<file path="src/core/ffs_pkg.sv">
// package: constants, register map and carriers for the flash fault status flags
package ffs_pkg;

  // register offsets on the module register port
  localparam logic [7:0] FFS_OFS_CFG = 8'h04;
  localparam logic [7:0] FFS_OFS_CMD_STATUS = 8'h06;
  localparam logic [7:0] FFS_OFS_ERR_STATUS = 8'h07;
  localparam logic [7:0] FFS_OFS_INT_STATUS = 8'h08;
  localparam logic [7:0] FFS_OFS_INT_MASK = 8'h09;

  // command status field positions
  localparam int FFS_CS_COMPLETE_BIT = 7;
  localparam int FFS_CS_BUSY_BIT = 3;
  localparam int FFS_CS_RESERVED_BIT_BIT = 2;
  localparam int FFS_CS_ERR_LSB = 0;

  // configuration and error status field positions
  localparam int FFS_CFG_IGNORE_SF_BIT = 4;
  localparam int FFS_ES_SF_BIT = 0;
  localparam int FFS_ES_DF_BIT = 1;

  // interrupt status and mask layout
  localparam int FFS_IRQ_W = 4;
  localparam int FFS_IRQ_DONE_BIT = 0;
  localparam int FFS_IRQ_CMDERR_BIT = 1;
  localparam int FFS_IRQ_SF_BIT = 2;
  localparam int FFS_IRQ_DF_BIT = 3;

  // reset values
  localparam logic [1:0] FFS_RST_ERR_FIELD = 2'h0;
  localparam logic [1:0] FFS_RST_FAULTS = 2'h0;
  localparam logic [FFS_IRQ_W-1:0] FFS_RST_INT_MASK = 4'h0;
  localparam logic [7:0] FFS_RST_RDATA = 8'h00;

  // register port request, one strobe per cycle
  typedef struct packed {
    logic [7:0] addr;
    logic [7:0] wdata;
    logic wr;
    logic rd;
  } ffs_bus_req_t;

  // one flash array read finishing, with its ecc verdict
  typedef struct packed {
    logic valid;
    logic single;
    logic dbl;
    logic collide;
  } ffs_rd_evt_t;

  // command sequencer view
  typedef struct packed {
    logic busy;
    logic start;
    logic err_valid;
    logic [1:0] err_code;
  } ffs_cmd_t;

endpackage : ffs_pkg

</file>
<file path="src/core/ffs_sticky.sv">
// sticky flag bank: set wins over clear
`timescale 1ns/1ps
`default_nettype none
module ffs_sticky
  import ffs_pkg::*;
#(
  parameter int W = 2
) (
  input wire logic clk_in,
  input wire logic srst_in,
  input wire logic [W-1:0] set_in,
  input wire logic [W-1:0] clr_in,
  output logic [W-1:0] flags_out
);

  // whole state of the bank
  logic [W-1:0] state;
  logic [W-1:0] next_state;

  // a set in the clearing cycle is kept
  always_comb begin
    next_state = (state & ~clr_in) | set_in;
  end

  // register the copy
  always_ff @(posedge clk_in) begin
    if (srst_in) begin
      state <= '0;
    end else begin
      state <= next_state;
    end
  end

  assign flags_out = state;

endmodule : ffs_sticky
`default_nettype wire

</file>
<file path="src/core/ffs_flags.sv">
// flash controller status flags, error status and interrupt logic
`timescale 1ns/1ps
`default_nettype none
module ffs_flags
  import ffs_pkg::*;
(
  input wire logic clk_in,
  input wire logic srst_in,
  input wire ffs_bus_req_t bus_in,
  output logic [7:0] rdata_out,
  input wire ffs_rd_evt_t rd_evt_in,
  input wire ffs_cmd_t cmd_in,
  input wire logic [1:0] reset_seq_err_in,
  output logic busy_out,
  output logic ignore_sf_out,
  output logic irq_out
);

  // registered state of this module, apart from the fault and interrupt flag banks
  typedef struct packed {
    logic busy;
    logic init_done;
    logic ignore_sf;
    logic [1:0] err_field;
    logic [FFS_IRQ_W-1:0] int_mask;
    logic [7:0] rdata;
  } ffs_state_t;

  ffs_state_t st; // current state
  ffs_state_t next_st; // next state

  logic [1:0] fault_flags; // error status flags, sf in bit 0
  logic [1:0] fault_set; // fault set requests
  logic [1:0] fault_clr; // write-one clears
  logic [FFS_IRQ_W-1:0] int_status; // sticky interrupt causes
  logic [FFS_IRQ_W-1:0] int_set; // interrupt cause events
  logic [FFS_IRQ_W-1:0] int_clr; // read clears
  logic wr_err; // write to error status
  logic rd_int; // read of interrupt status
  logic ecc_dbl; // genuine two-bit error
  logic ecc_sgl; // genuine corrected error
  logic done_evt; // command just finished
  logic [7:0] cmd_status; // composed command status byte

  // decode strobes once
  assign wr_err = bus_in.wr && (bus_in.addr == FFS_OFS_ERR_STATUS);
  assign rd_int = bus_in.rd && (bus_in.addr == FFS_OFS_INT_STATUS);

  // fault classification
  always_comb begin
    // a double verdict outranks a single one for parity errors
    ecc_dbl = rd_evt_in.valid && rd_evt_in.dbl;
    ecc_sgl = rd_evt_in.valid && rd_evt_in.single && !rd_evt_in.dbl;
    fault_set = '0;
    // with sf not ignored, collision raises both and ecc error exactly one
    fault_set[FFS_ES_DF_BIT] = ecc_dbl || (rd_evt_in.valid && rd_evt_in.collide);
    // ignore bit silences the single flag, collisions included
    fault_set[FFS_ES_SF_BIT] = !st.ignore_sf
        && (ecc_sgl || (rd_evt_in.valid && rd_evt_in.collide));
    fault_clr = '0;
    // only ones written clear, zeros leave the flag
    if (wr_err) begin
      fault_clr[FFS_ES_DF_BIT] = bus_in.wdata[FFS_ES_DF_BIT];
      fault_clr[FFS_ES_SF_BIT] = bus_in.wdata[FFS_ES_SF_BIT];
    end
  end

  // fault flags live one register stage behind the read event
  ffs_sticky #(
    .W(2)
  ) u_faults (
    .clk_in(clk_in),
    .srst_in(srst_in),
    .set_in(fault_set),
    .clr_in(fault_clr),
    .flags_out(fault_flags)
  );

  // completion seen as the busy level falling
  assign done_evt = st.busy && !cmd_in.busy;

  // interrupt causes
  always_comb begin
    int_set = '0;
    int_set[FFS_IRQ_DONE_BIT] = done_evt;
    int_set[FFS_IRQ_CMDERR_BIT] = cmd_in.err_valid && (cmd_in.err_code != 2'h0);
    int_set[FFS_IRQ_SF_BIT] = fault_set[FFS_ES_SF_BIT];
    int_set[FFS_IRQ_DF_BIT] = fault_set[FFS_ES_DF_BIT];
    // a read takes all causes away, a new one in that cycle stays
    int_clr = rd_int ? {FFS_IRQ_W{1'b1}} : '0;
  end

  ffs_sticky #(
    .W(FFS_IRQ_W)
  ) u_irq (
    .clk_in(clk_in),
    .srst_in(srst_in),
    .set_in(int_set),
    .clr_in(int_clr),
    .flags_out(int_status)
  );

  // command status byte as software sees it
  always_comb begin
    cmd_status = 8'h00;
    cmd_status[FFS_CS_COMPLETE_BIT] = !st.busy;
    cmd_status[FFS_CS_BUSY_BIT] = st.busy;
    cmd_status[FFS_CS_RESERVED_BIT_BIT] = 1'b0;
    cmd_status[FFS_CS_ERR_LSB +: 2] = st.err_field;
  end

  // next state
  always_comb begin
    next_st = st;
    // busy mirrors the sequencer, complete is its inverse
    next_st.busy = cmd_in.busy;
    // reset sequence outcome is caught once, after release
    if (!st.init_done) begin
      next_st.init_done = 1'b1;
      next_st.err_field = reset_seq_err_in;
    end else if (cmd_in.start) begin
      // a new command starts with a clean error field
      next_st.err_field = FFS_RST_ERR_FIELD;
    end
    // errors accumulate, start and error together keep the error
    if (st.init_done && cmd_in.err_valid) begin
      next_st.err_field = next_st.err_field | cmd_in.err_code;
    end
    // register writes
    if (bus_in.wr) begin
      unique case (bus_in.addr)
        FFS_OFS_CFG: begin
          next_st.ignore_sf = bus_in.wdata[FFS_CFG_IGNORE_SF_BIT];
        end
        FFS_OFS_INT_MASK: begin
          next_st.int_mask = bus_in.wdata[FFS_IRQ_W-1:0];
        end
        default: begin
          // status registers are handled elsewhere or read-only
        end
      endcase
    end
    // read data stands only in the cycle after the strobe
    next_st.rdata = FFS_RST_RDATA;
    if (bus_in.rd) begin
      unique case (bus_in.addr)
        FFS_OFS_CFG: begin
          next_st.rdata[FFS_CFG_IGNORE_SF_BIT] = st.ignore_sf;
        end
        FFS_OFS_CMD_STATUS: begin
          next_st.rdata = cmd_status;
        end
        FFS_OFS_ERR_STATUS: begin
          next_st.rdata[1:0] = fault_flags;
        end
        FFS_OFS_INT_STATUS: begin
          next_st.rdata[FFS_IRQ_W-1:0] = int_status;
        end
        FFS_OFS_INT_MASK: begin
          next_st.rdata[FFS_IRQ_W-1:0] = st.int_mask;
        end
        default: begin
          // unmapped reads answer zero
          next_st.rdata = FFS_RST_RDATA;
        end
      endcase
    end
  end

  // register the copy
  always_ff @(posedge clk_in) begin
    if (srst_in) begin
      st.busy <= 1'b0;
      st.init_done <= 1'b0;
      st.ignore_sf <= 1'b0;
      st.err_field <= FFS_RST_ERR_FIELD;
      st.int_mask <= FFS_RST_INT_MASK;
      st.rdata <= FFS_RST_RDATA;
    end else begin
      st <= next_st;
    end
  end

  // outputs
  assign rdata_out = st.rdata;
  assign busy_out = st.busy;
  assign ignore_sf_out = st.ignore_sf;
  // level request while any unmasked cause is pending
  assign irq_out = |(int_status & st.int_mask);
endmodule : ffs_flags
`default_nettype wire

</file>
<file path="config.mk">
export PLATFORM = sky130hd
export DESIGN_NAME = ffs_flags
export DESIGN_NICKNAME = d
export VERILOG_FILES = /design/src/core/ffs_pkg.sv /design/src/core/ffs_sticky.sv /design/src/core/ffs_flags.sv
export SDC_FILE = /design/constraint.sdc
export NUM_CORES = 1
export LEC_CHECK = 0
export BUFFER_PORTS_ARGS = -buffer_cell sky130_fd_sc_hd__buf_2
export CAP_MARGIN = 5
export CORE_ASPECT_RATIO = 0.5
export CORE_MARGIN = 5
export CORE_UTILIZATION = 25
export DETAILED_ROUTE_END_ITERATION = 8
export MAX_ROUTING_LAYER = met4
export PLACE_DENSITY = 0.45
export SKIP_LAST_GASP = 1
export SYNTH_ARGS = -nofsm -noshare
export SYNTH_HDL_FRONTEND = slang
export SYNTH_HIERARCHICAL = 1
export SYNTH_SLANG_ARGS = --single-unit
</file>
<file path="constraint.sdc">
create_clock -name clk_in -period 2.2 [get_ports clk_in]
set_clock_uncertainty 0.1 [all_clocks]
set_input_delay 0.44 -clock clk_in [delete_from_list [all_inputs] [get_ports clk_in]]
set_output_delay 0.44 -clock clk_in [all_outputs]
set_load 0.1 [all_outputs]
</file>
==> results of run 1 <==
kinds of logic (layout without fill, tap and decap cells):
| kind of cell | count (synthesis) | in the layout | synth area share, % |
|---|---|---|---|
| AOI/OAI and AO/OA | 18 | 18 | 12.2 |
| buffers and inverters | 21 | 52 | 10.9 |
| DFF | 21 | 21 | 41.7 |
| muxes | 11 | 11 | 10.9 |
| other | 1 | 2 | 0.372 |
| and+or+nand+nor | 44 | 44 | 23.9 |
per-layer routing:
metal,global-route usage [%],routed length (um)
met5,-,0
met4,2.72,27
met3,3.18,160
met2,14.8,989
met1,12.6,1170
path summary, 6_finish.rpt:
path | startpoint | end | slack [ps] | cells past startpoint
max reg2reg | ignore_sf_out | u_faults/flags_out[0] | 1180 | 3
min reg2reg | busy_out | rdata_out[7] | 360 | 1
min | cmd_in[4] | busy_out | 310 | 2
max | u_irq/flags_out[1] | irq_out | 440 | 3
synthesized netlist by cell type, drive strengths merged:
| master | n | share of area [%] |
|---|---|---|
| nor3 | 3 | 2.6 |
| o21a | 2 | 1.5 |
| nor4 | 2 | 1.2 |
| o32a | 1 | 0.99 |
| nor2b | 1 | 0.62 |
| a22oi | 4 | 3.0 |
| clkbuf | 2 | 0.75 |
| nor3b | 1 | 0.75 |
| or3b | 1 | 0.87 |
| a211oi | 2 | 1.5 |
| conb | 1 | 0.37 |
| inv | 10 | 3.7 |
| a21oi | 7 | 3.5 |
| nor4b | 1 | 0.87 |
| dfxtp | 21 | 42 |
| mux2i | 11 | 11 |
| and3 | 2 | 1.2 |
| nor2 | 8 | 3.0 |
| o22a | 2 | 1.7 |
| buf | 9 | 6.5 |
| or4 | 1 | 1.1 |
| nand2 | 14 | 5.2 |
| nand3 | 2 | 0.99 |
| nand3b | 1 | 0.75 |
| and3b | 1 | 0.87 |
| nand2b | 6 | 3.7 |
metrics by stage:
| stage | worst slack [ps] | instances | hold WS, ps | utilization [%] |
|---|---|---|---|---|
| after floorplan | 547 | 117 | 343 | - |
| after global placement | 308 | 198 | 345 | 30.8 |
| after detailed placement | 328 | 198 | 353 | 30.8 |
| after CTS | 428 | 202 | 308 | 31.9 |
| after global routing | 367 | 202 | 321 | 31.9 |
| final | 440 | 202 | 311 | 31.9 |
final cells by class:
type	instances	area, um2
Multi-Input combinational cell	75	480
Tap cell	54	67.6
Timing Repair Buffer	38	195
Sequential cell	21	420
Fill cell	440	2660
Clock buffer	4	45.0
Inverter	10	37.5
layout by cell type, fill, tap and decap left out, types with 2 or more instances in the layout:
master and count:
o21a_1 2, mux2i_1 11, buf_2 36, o22a_1 2, clkbuf_8 3, conb_1 2
buf_4 2, dfxtp_1 21, a211oi_1 2, nand2_1 14, and3_1 2, a21oi_1 7
inv_1 10, a22oi_1 4, nor3_1 2, nor4_1 2, nand2b_1 6, nor2_1 8
nand3_1 2
power by group:
group	switching, mW	internal, mW	leakage, nW
Combinational	0.0657	0.0416	0.375
Clock	0.116	0.129	0.0228
Sequential	0.00953	0.393	0.172
Total	0.191	0.563	0.569
sequential cells by signal (all words and copies together), names as in the netlist:
name	count
ignore_sf_out	1
u_faults/flags_out	2
busy_out	1
st	5
u_irq/flags_out	4
cmd_status	2
rdata_out	6
worst max-delay path, stage by stage, from the launching register on:
cell     delay, ps
dfxtp_1        370
a22oi_1        110
nand2_1         70
buf_2          410
==> out/qor.csv, run 1 <==
metric,value,unit
status,"finished, final reports clean",
Chip Width,99.8,um
Chip Height,54.9,um
Max clock buf depth,2,
max-cap check violation count,0,
CP Max Fanout,3,
"CTS clk-pin slew, worst paths",70,ps
"Distinct cells, synth",28,
Final nets,180,
CTS tree,built,
Hold WC Path Type,primary input to flip-flop,
ANT cells,0,
final hold violation count,0,
register area share after synthesis,41.7,%
first-pass GRT wire length,3970,um
hpwl dp,1900,um
Area Overhead vs Synth,23.7,%
Worst EP required,1660,ps
Post-CTS Hold Buffers,0,
Tot Pwr,0.755,mW
post-CTS setup buffer count,0,
crit start category,flip-flop,
die area,0.00548,mm2
antenna violations before repair,0,
Final Max Slew Viols,0,
Syn. warnings,6,
ANT nets after route,0,
RSZ-0062 raised after global routing,false,
Final TNS setup,0,ps
1st-iter DRT viols,36,
Peak supply drop,0.000217,V
Starting Density,25.8,%
Critical Path AT,1220,ps
Fmax achieved,0.568,GHz
Final setup viols,0,
clock root cell,clkbuf_8,
Core Region,0.00390,mm2
DR DRC count,0,
H-tree depth,1,
row count,16,
Clock Latency Late Sink,260,ps
final RePlAce weighted congestion,0.704,
share of layout cells above drive strength 1,29.1,%
total CTS buffers,3,
vias in the first global route,852,
"flops & latches, synth",21,
clock sinks,21,
# IOs,42,
"Design Area, Final",0.00125,mm2
drt first pass iters,4,
routed len/inst,11.6,um
synthesized area per cell,8.68,um2
Syn Inst Count,116,
Resized Gates After CTS,0,
fin crit share,80.0,%
Tmin final,1760,ps
critical path type,flip-flop to output pin,
Pleak,0.569,nW
"Cell Area, Synth",0.00101,mm2
GRT Overall Usage,9.78,%
Vias,850,
CP Capture Type,output pin,
largest net degree at the start of global routing,12,
Detailed Route WL,2350,um
pwr dens,606,mW/mm2
total congestion overflow,0,
DP Area,0.00120,mm2
PortBufs,36,
vias per cell,4.21,
Note: power is estimated with default switching activity, not from simulation.
==> run 2, diff against run 1 <==
--- a/config.mk
+++ b/config.mk
@@ -12,7 +12,7 @@
 export CORE_UTILIZATION = 25
 export DETAILED_ROUTE_END_ITERATION = 8
 export MAX_ROUTING_LAYER = met4
-export PLACE_DENSITY = 0.45
+export PLACE_DENSITY = 0.47
 export SKIP_LAST_GASP = 1
 export SYNTH_ARGS = -nofsm -noshare
 export SYNTH_HDL_FRONTEND = slang
==> constraint.sdc (replaced) <==
create_clock -name clk_in -period 1.45 [get_ports clk_in]
set_clock_uncertainty 0.1 [all_clocks]
set_input_delay 0.29 -clock clk_in [delete_from_list [all_inputs] [get_ports clk_in]]
set_output_delay 0.29 -clock clk_in [all_outputs]
set_load 0.1 [all_outputs]
==> out/qor.csv, run 2 (same netlist as run 1, synthesis figures left out) <==
metric,value,unit,change
final hold violation count,0,,unchanged
vias per cell,4.16,,-1.1%
# IOs,42,,unchanged
Worst Setup EP,irq_out,,
largest net degree at the start of global routing,13,,+1
sequential share of power,51.7,%,-1.6 points
ANT cells,0,,unchanged
Fmax achieved,0.690,GHz,
clock root cell,clkbuf_8,,
Hold WC Path Type,primary input to flip-flop,,
RSZ-0062 raised after global routing,true,,
vias in the first global route,853,,+0.12%
PortBufs,36,,unchanged
R2R Path End,u_faults/flags_out[0],,
Detailed Route WL,2510,um,+6.8%
"commonest non-fill, non-tap cell in the layout",buf_2,,
Final Max Slew Viols,0,,unchanged
Worst EP required,1060,ps,-600 ps
Worst Reg-to-Reg Cells,3,,unchanged
final RePlAce weighted congestion,0.741,,+5.3%
Critical Path Start,st[11],,
total congestion overflow,0,,unchanged
FILL cells,408,,-7.3%
ANT nets after route,0,,unchanged
Max clock buf depth,2,,unchanged
H-tree depth,1,,unchanged
Tmin final,1450,ps,
CP Capture Type,output pin,,
placed insts,206,,+4.0%
clock share of power,32.8,%,+0.3 points
CP Max Fanout,3,,unchanged
drt first pass iters,4,,unchanged
routed len/inst,11.9,um,+2.3%
Starting Density,25.8,%,unchanged
row count,16,,unchanged
"CTS clk-pin slew, worst paths",80,ps,about the same
Critical Path AT,1060,ps,-160 ps
max reg flops,6,,unchanged
Area Overhead vs Synth,43.5,%,
Pleak,0.637,nW,+12%
total CTS buffers,3,,unchanged
critical path type,flip-flop to output pin,,
Final setup viols,0,,unchanged
Sw Share,26.8,%,+1.5 points
"Core Util, Final",37.0,%,+5.1 points
Reg area,427,um2,+1.5%
Peak supply drop,0.000301,V,+39%
area of the multi-input gates,499,um2,+3.9%
max-cap check violation count,0,,unchanged
share of layout cells above drive strength 1,39.5,%,+10 points
DR DRC count,0,,unchanged
CTS tree,built,,
Non-Filler Instances,211,,+4.5%
P_sw,0.318,mW,+66%
Final nets,189,,+5.0%
status,"finished, final reports clean",,
antenna violations before repair,0,,unchanged
"commonest non-fill, non-tap cells in the layout","buf_2, dfxtp_1, nand2_1, mux2i_1, buf_4",,
crit start category,flip-flop,,
hpwl dp,1990,um,+4.5%
Core Region,0.00390,mm2,unchanged
Vias,878,,+3.3%
Int Pwr,0.869,mW,+54%
Clock Latency Late Sink,260,ps,about the same
Chip Width,99.8,um,unchanged
clock sinks,21,,unchanged
Comb pwr share,15.6,%,+1.4 points
first-pass GRT wire length,3890,um,-1.9%
Chip Height,54.9,um,unchanged
pwr dens,821,mW/mm2,+36%
worst reg2reg startpoint,ignore_sf_out,,
die area,0.00548,mm2,unchanged
1st-iter DRT viols,49,,+36%
Reg2Reg Setup Slack,420,ps,-760 ps
fin crit share,99.9,%,
GRT Overall Usage,9.62,%,-0.16 points
run 2: cell types whose count changed in the layout (fill, tap and decap cells not counted), moves of 2 or more:
cell and change:
a22oi_1 -2, dfxtp_1 -5, a22oi_2 +2, buf_2 -7
buf_4 +9, buf_12 +7, dfxtp_2 +5
run 2: layer usage:
metal	share of wire [%]	track usage [%]	vias to the layer above
met5	0	-	-
li1	-	-	469
met2	43	15.8	17
met1	51	12.0	390
met4	1.1	2.72	0
met3	4.3	2.42	2
run 2: worst min-delay path by stage:
stage | start | endpoint | slack [ps] | depth (start not counted)
3_3_place_gp | u_faults/flags_out[0] | u_faults/flags_out[0] | 360 | 2
4_1_cts | cmd_in[4] | busy_out | 150 | 2
2_1_floorplan | srst_in | busy_out | 250 | 1
6_report | cmd_in[4] | busy_out | 150 | 2
5_1_grt | bus_in[6] | ignore_sf_out | 170 | 3
3_5_place_dp | busy_out | rdata_out[7] | 360 | 1
run 2: cell type report:
| class | count | area share, % |
|---|---|---|
| well taps | 54 | 4.68 |
| clock buffers | 3 | 2.86 |
| flip-flops and latches | 21 | 29.5 |
| clock inverters | 1 | 0.346 |
| multi-input cells | 75 | 34.5 |
| inverters | 10 | 2.60 |
| repair buffers | 47 | 25.5 |
run 2: per-stage QoR:
step	worst slack, ps	area [um2]	power, mW	hold WS [ps]	TNS [ps]
2_1_floorplan	-12.3	1010	0.724	254	-49.2
3_5_place_dp	-220	1370	0.804	362	-2000
5_1_grt	-41.8	1450	1.24	173	-41.8
3_3_place_gp	-199	1370	0.802	359	-2240
4_1_cts	-7.17	1440	1.20	148	-7.17
6_report	1.50	1450	1.19	151	0
run 2: repair_timing:
item                                    4_1_cts  5_1_grt
hold buffers                                  0        0
resized for setup                             5        2
buffers inserted                              1        0
endpoints found under the setup margin        1        2
cloned                                        0        0
pin swaps                                     2        0
run 2: worst max-delay path: stages, from the launching register on:
cell	delay, ps
dfxtp_2	340
a22oi_2	190
nand2_2	90
buf_12	170
run 2: power by group through the flow:
| stage | logic, mW | clock network (mW) | registers, mW |
|---|---|---|---|
| 2_1_floorplan | 0.0935 | 0 | 0.631 |
| 3_3_place_gp | 0.177 | 0 | 0.625 |
| 3_5_place_dp | 0.179 | 0 | 0.625 |
| 4_1_cts | 0.184 | 0.403 | 0.613 |
| 5_1_grt | 0.202 | 0.418 | 0.617 |
| 6_report | 0.185 | 0.389 | 0.613 |
==> run 3, diff against run 2 <==
--- a/config.mk
+++ b/config.mk
@@ -16,5 +16,4 @@
 export SKIP_LAST_GASP = 1
 export SYNTH_ARGS = -nofsm -noshare
 export SYNTH_HDL_FRONTEND = slang
-export SYNTH_HIERARCHICAL = 1
 export SYNTH_SLANG_ARGS = --single-unit
==> out/qor.csv, run 3 <==
metric,value,unit,change
status,"finished, final reports clean",,
# IOs,42,,unchanged
"commonest non-fill, non-tap cell in the layout",buf_2,,
Critical Path Start,st[8],,
RSZ-0062 raised after global routing,true,,
ys async rst share,0,%,unchanged
Critical Path AT,1060,ps,about the same
hpwl dp,2030,um,+2.3%
Area Overhead vs Synth,41.4,%,
Area contributors post-synth,"dfxtp_1, nand2_1, mux2i_1",,
"Distinct cells, synth",30,,+7.1%
Fmax achieved,0.692,GHz,+0.21%
critical path type,flip-flop to output pin,,
Final nets,180,,-4.8%
crit path cell chain,"a22oi_2, nand2_2, buf_12",,
Final Max Slew Viols,0,,unchanged
Final setup viols,0,,unchanged
vias in the first global route,844,,-1.1%
clock sinks,21,,unchanged
GRT Overall Usage,9.60,%,-0.015 points
ANT nets after route,0,,unchanged
H-tree depth,1,,unchanged
"Top FF cell, synth",dfxtp_1,,
Max clock buf depth,2,,unchanged
"CTS clk-pin slew, worst paths",80,ps,about the same
area share of the largest cell type after synthesis,42.9,%,+1.2 points
max reg flops,6,,unchanged
"Core Util, Final",36.0,%,-0.98 points
post-CTS setup buffer count,0,,-1
CP peak stage delay,340,ps,about the same
register area share after synthesis,42.9,%,+1.2 points
"Slowest-stage cell, CP",dfxtp_2,,
"Cell Area, Synth",980,um2,-2.7%
CTS tree,built,,
share of layout cells above drive strength 1,39.2,%,-0.30 points
Chip Height,54.3,um,-1.1%
max-cap check violation count,0,,unchanged
final hold violation count,0,,unchanged
pwr dens,854,mW/mm2,+4.0%
total congestion overflow,0,,unchanged
Hold Path Origin,bus_in[6],,
WHS,156,ps,+4.83 ps
Syn. warnings,0,,-6
Pleak,0.574,nW,-9.9%
CP Max Fanout,3,,unchanged
Starting Density,25.5,%,-0.31 points
row count,16,,unchanged
Syn Inst Count,111,,-4.3%
ANT cells,0,,unchanged
antenna violations before repair,0,,unchanged
DR DRC count,0,,unchanged
clock root cell,clkbuf_8,,
final RePlAce weighted congestion,0.808,,+9.0%
CP Capture Type,output pin,,
Clock Latency Late Sink,260,ps,about the same
drt first pass iters,4,,unchanged
crit start category,flip-flop,,
total CTS buffers,3,,unchanged
Detailed Route WL,2440,um,-2.6%
Chip Width,98.5,um,-1.2%
Post-synth top cells,"dfxtp_1, nand2_1, buf_4",,
PortBufs,36,,unchanged
Worst EP required,1060,ps,about the same
1st-iter DRT viols,49,,unchanged
"count leader, synth",dfxtp_1,,
Peak supply drop,0.000307,V,+1.9%
"commonest non-fill, non-tap cells in the layout","buf_2, nand2_1, dfxtp_1, buf_4",,
fin crit share,99.7,%,-0.21 points
routed len/inst,12.1,um,+1.7%
Vias,902,,+2.7%
largest net degree at the start of global routing,16,,+3
"EDFF count, synth",0,,unchanged
vias per cell,4.47,,+7.3%
Core Region,0.00384,mm2,-1.5%
worst reg2reg startpoint,st[11],,
first-pass GRT wire length,3870,um,-0.54%
die area,0.00535,mm2,-2.3%
"area leader, netlist",dfxtp_1,,
Hold WC Path Type,primary input to flip-flop,,
Tmin final,1450,ps,-3.08 ps
"flops & latches, synth",21,,unchanged
synthesized area per cell,8.83,um2,+1.6%
run 3: cell count changes in the layout (fill, tap and decap cells not counted), sizes merged, moves of 5 or more:
cell    previous run  this run
inv               10         5
a21oi              7         2
nand2b             6         0
nand2             14        19
mux2i             11         6
run 3: critical path, delay by kind of cell (launching register included):
kind	cells	cell delay (ps)
AND/OR/NAND/NOR	1	90
buffers and inverters	1	170
flip-flops	1	340
AO/OA/AOI/OAI	1	190
run 3: logic make-up after synthesis:
| group | Yosys count | synth area share, % |
|---|---|---|
| and+or+nand+nor | 43 | 23.6 |
| AOI/OAI and AO/OA | 23 | 16.6 |
| DFF | 21 | 42.9 |
| buffers and inverters | 16 | 9.20 |
| muxes | 7 | 7.28 |
| other | 1 | 0.383 |
run 3: layout make-up:
type	instances	area [um2]
clock buffers	4	45.0
fillers	417	2460
inverters	5	18.8
multi-input cells	75	500
flip-flops and latches	21	424
well taps	54	67.6
repair buffers	43	329
run 3: path summary, 6_finish.rpt:
| kind | end | slack, ps | cells after the start |
|---|---|---|---|
| max | irq_out | 5 | 3 |
| min | ignore_sf_out | 160 | 3 |
| max reg2reg | rdata_out[3] | 420 | 3 |
| min reg2reg | u_faults.flags_out[0] | 370 | 2 |
run 3: metrics by stage:
step / setup WS (ps) / TNS (ps) / instance area, um2 / instances / total power, mW
global route: -20.9 / -59.1 / 1390 / 202 / 1.23
global placement: -229 / -1480 / 1320 / 198 / 0.809
CTS: -13.1 / -13.7 / 1380 / 202 / 1.19
floorplan: -37.3 / -199 / 1000 / 112 / 0.730
detailed placement: -279 / -1580 / 1320 / 198 / 0.810
finish: 4.58 / 0 / 1390 / 202 / 1.18
run 3: layer usage:
metal	vias to the layer above	GRT usage (%)	routed length (um)
li1	464	-	-
met1	408	13.2	1280
met2	26	13.5	972
met3	4	2.93	165
met4	0	2.72	29
met5	-	-	0
run 3: where the power goes:
part / switching (mW) / internal (mW)
Clock: 0.186 / 0.196
Sequential: 0.0203 / 0.599
Combinational: 0.104 / 0.0783
Total: 0.310 / 0.873
run 3: repair_timing:
item | CTS | global route
hold buffers | 0 | 0
gates resized for setup | 4 | 2
pin swaps | 2 | 0
hold endpoints to repair | 0 | 0
setup endpoints to repair | 2 | 3
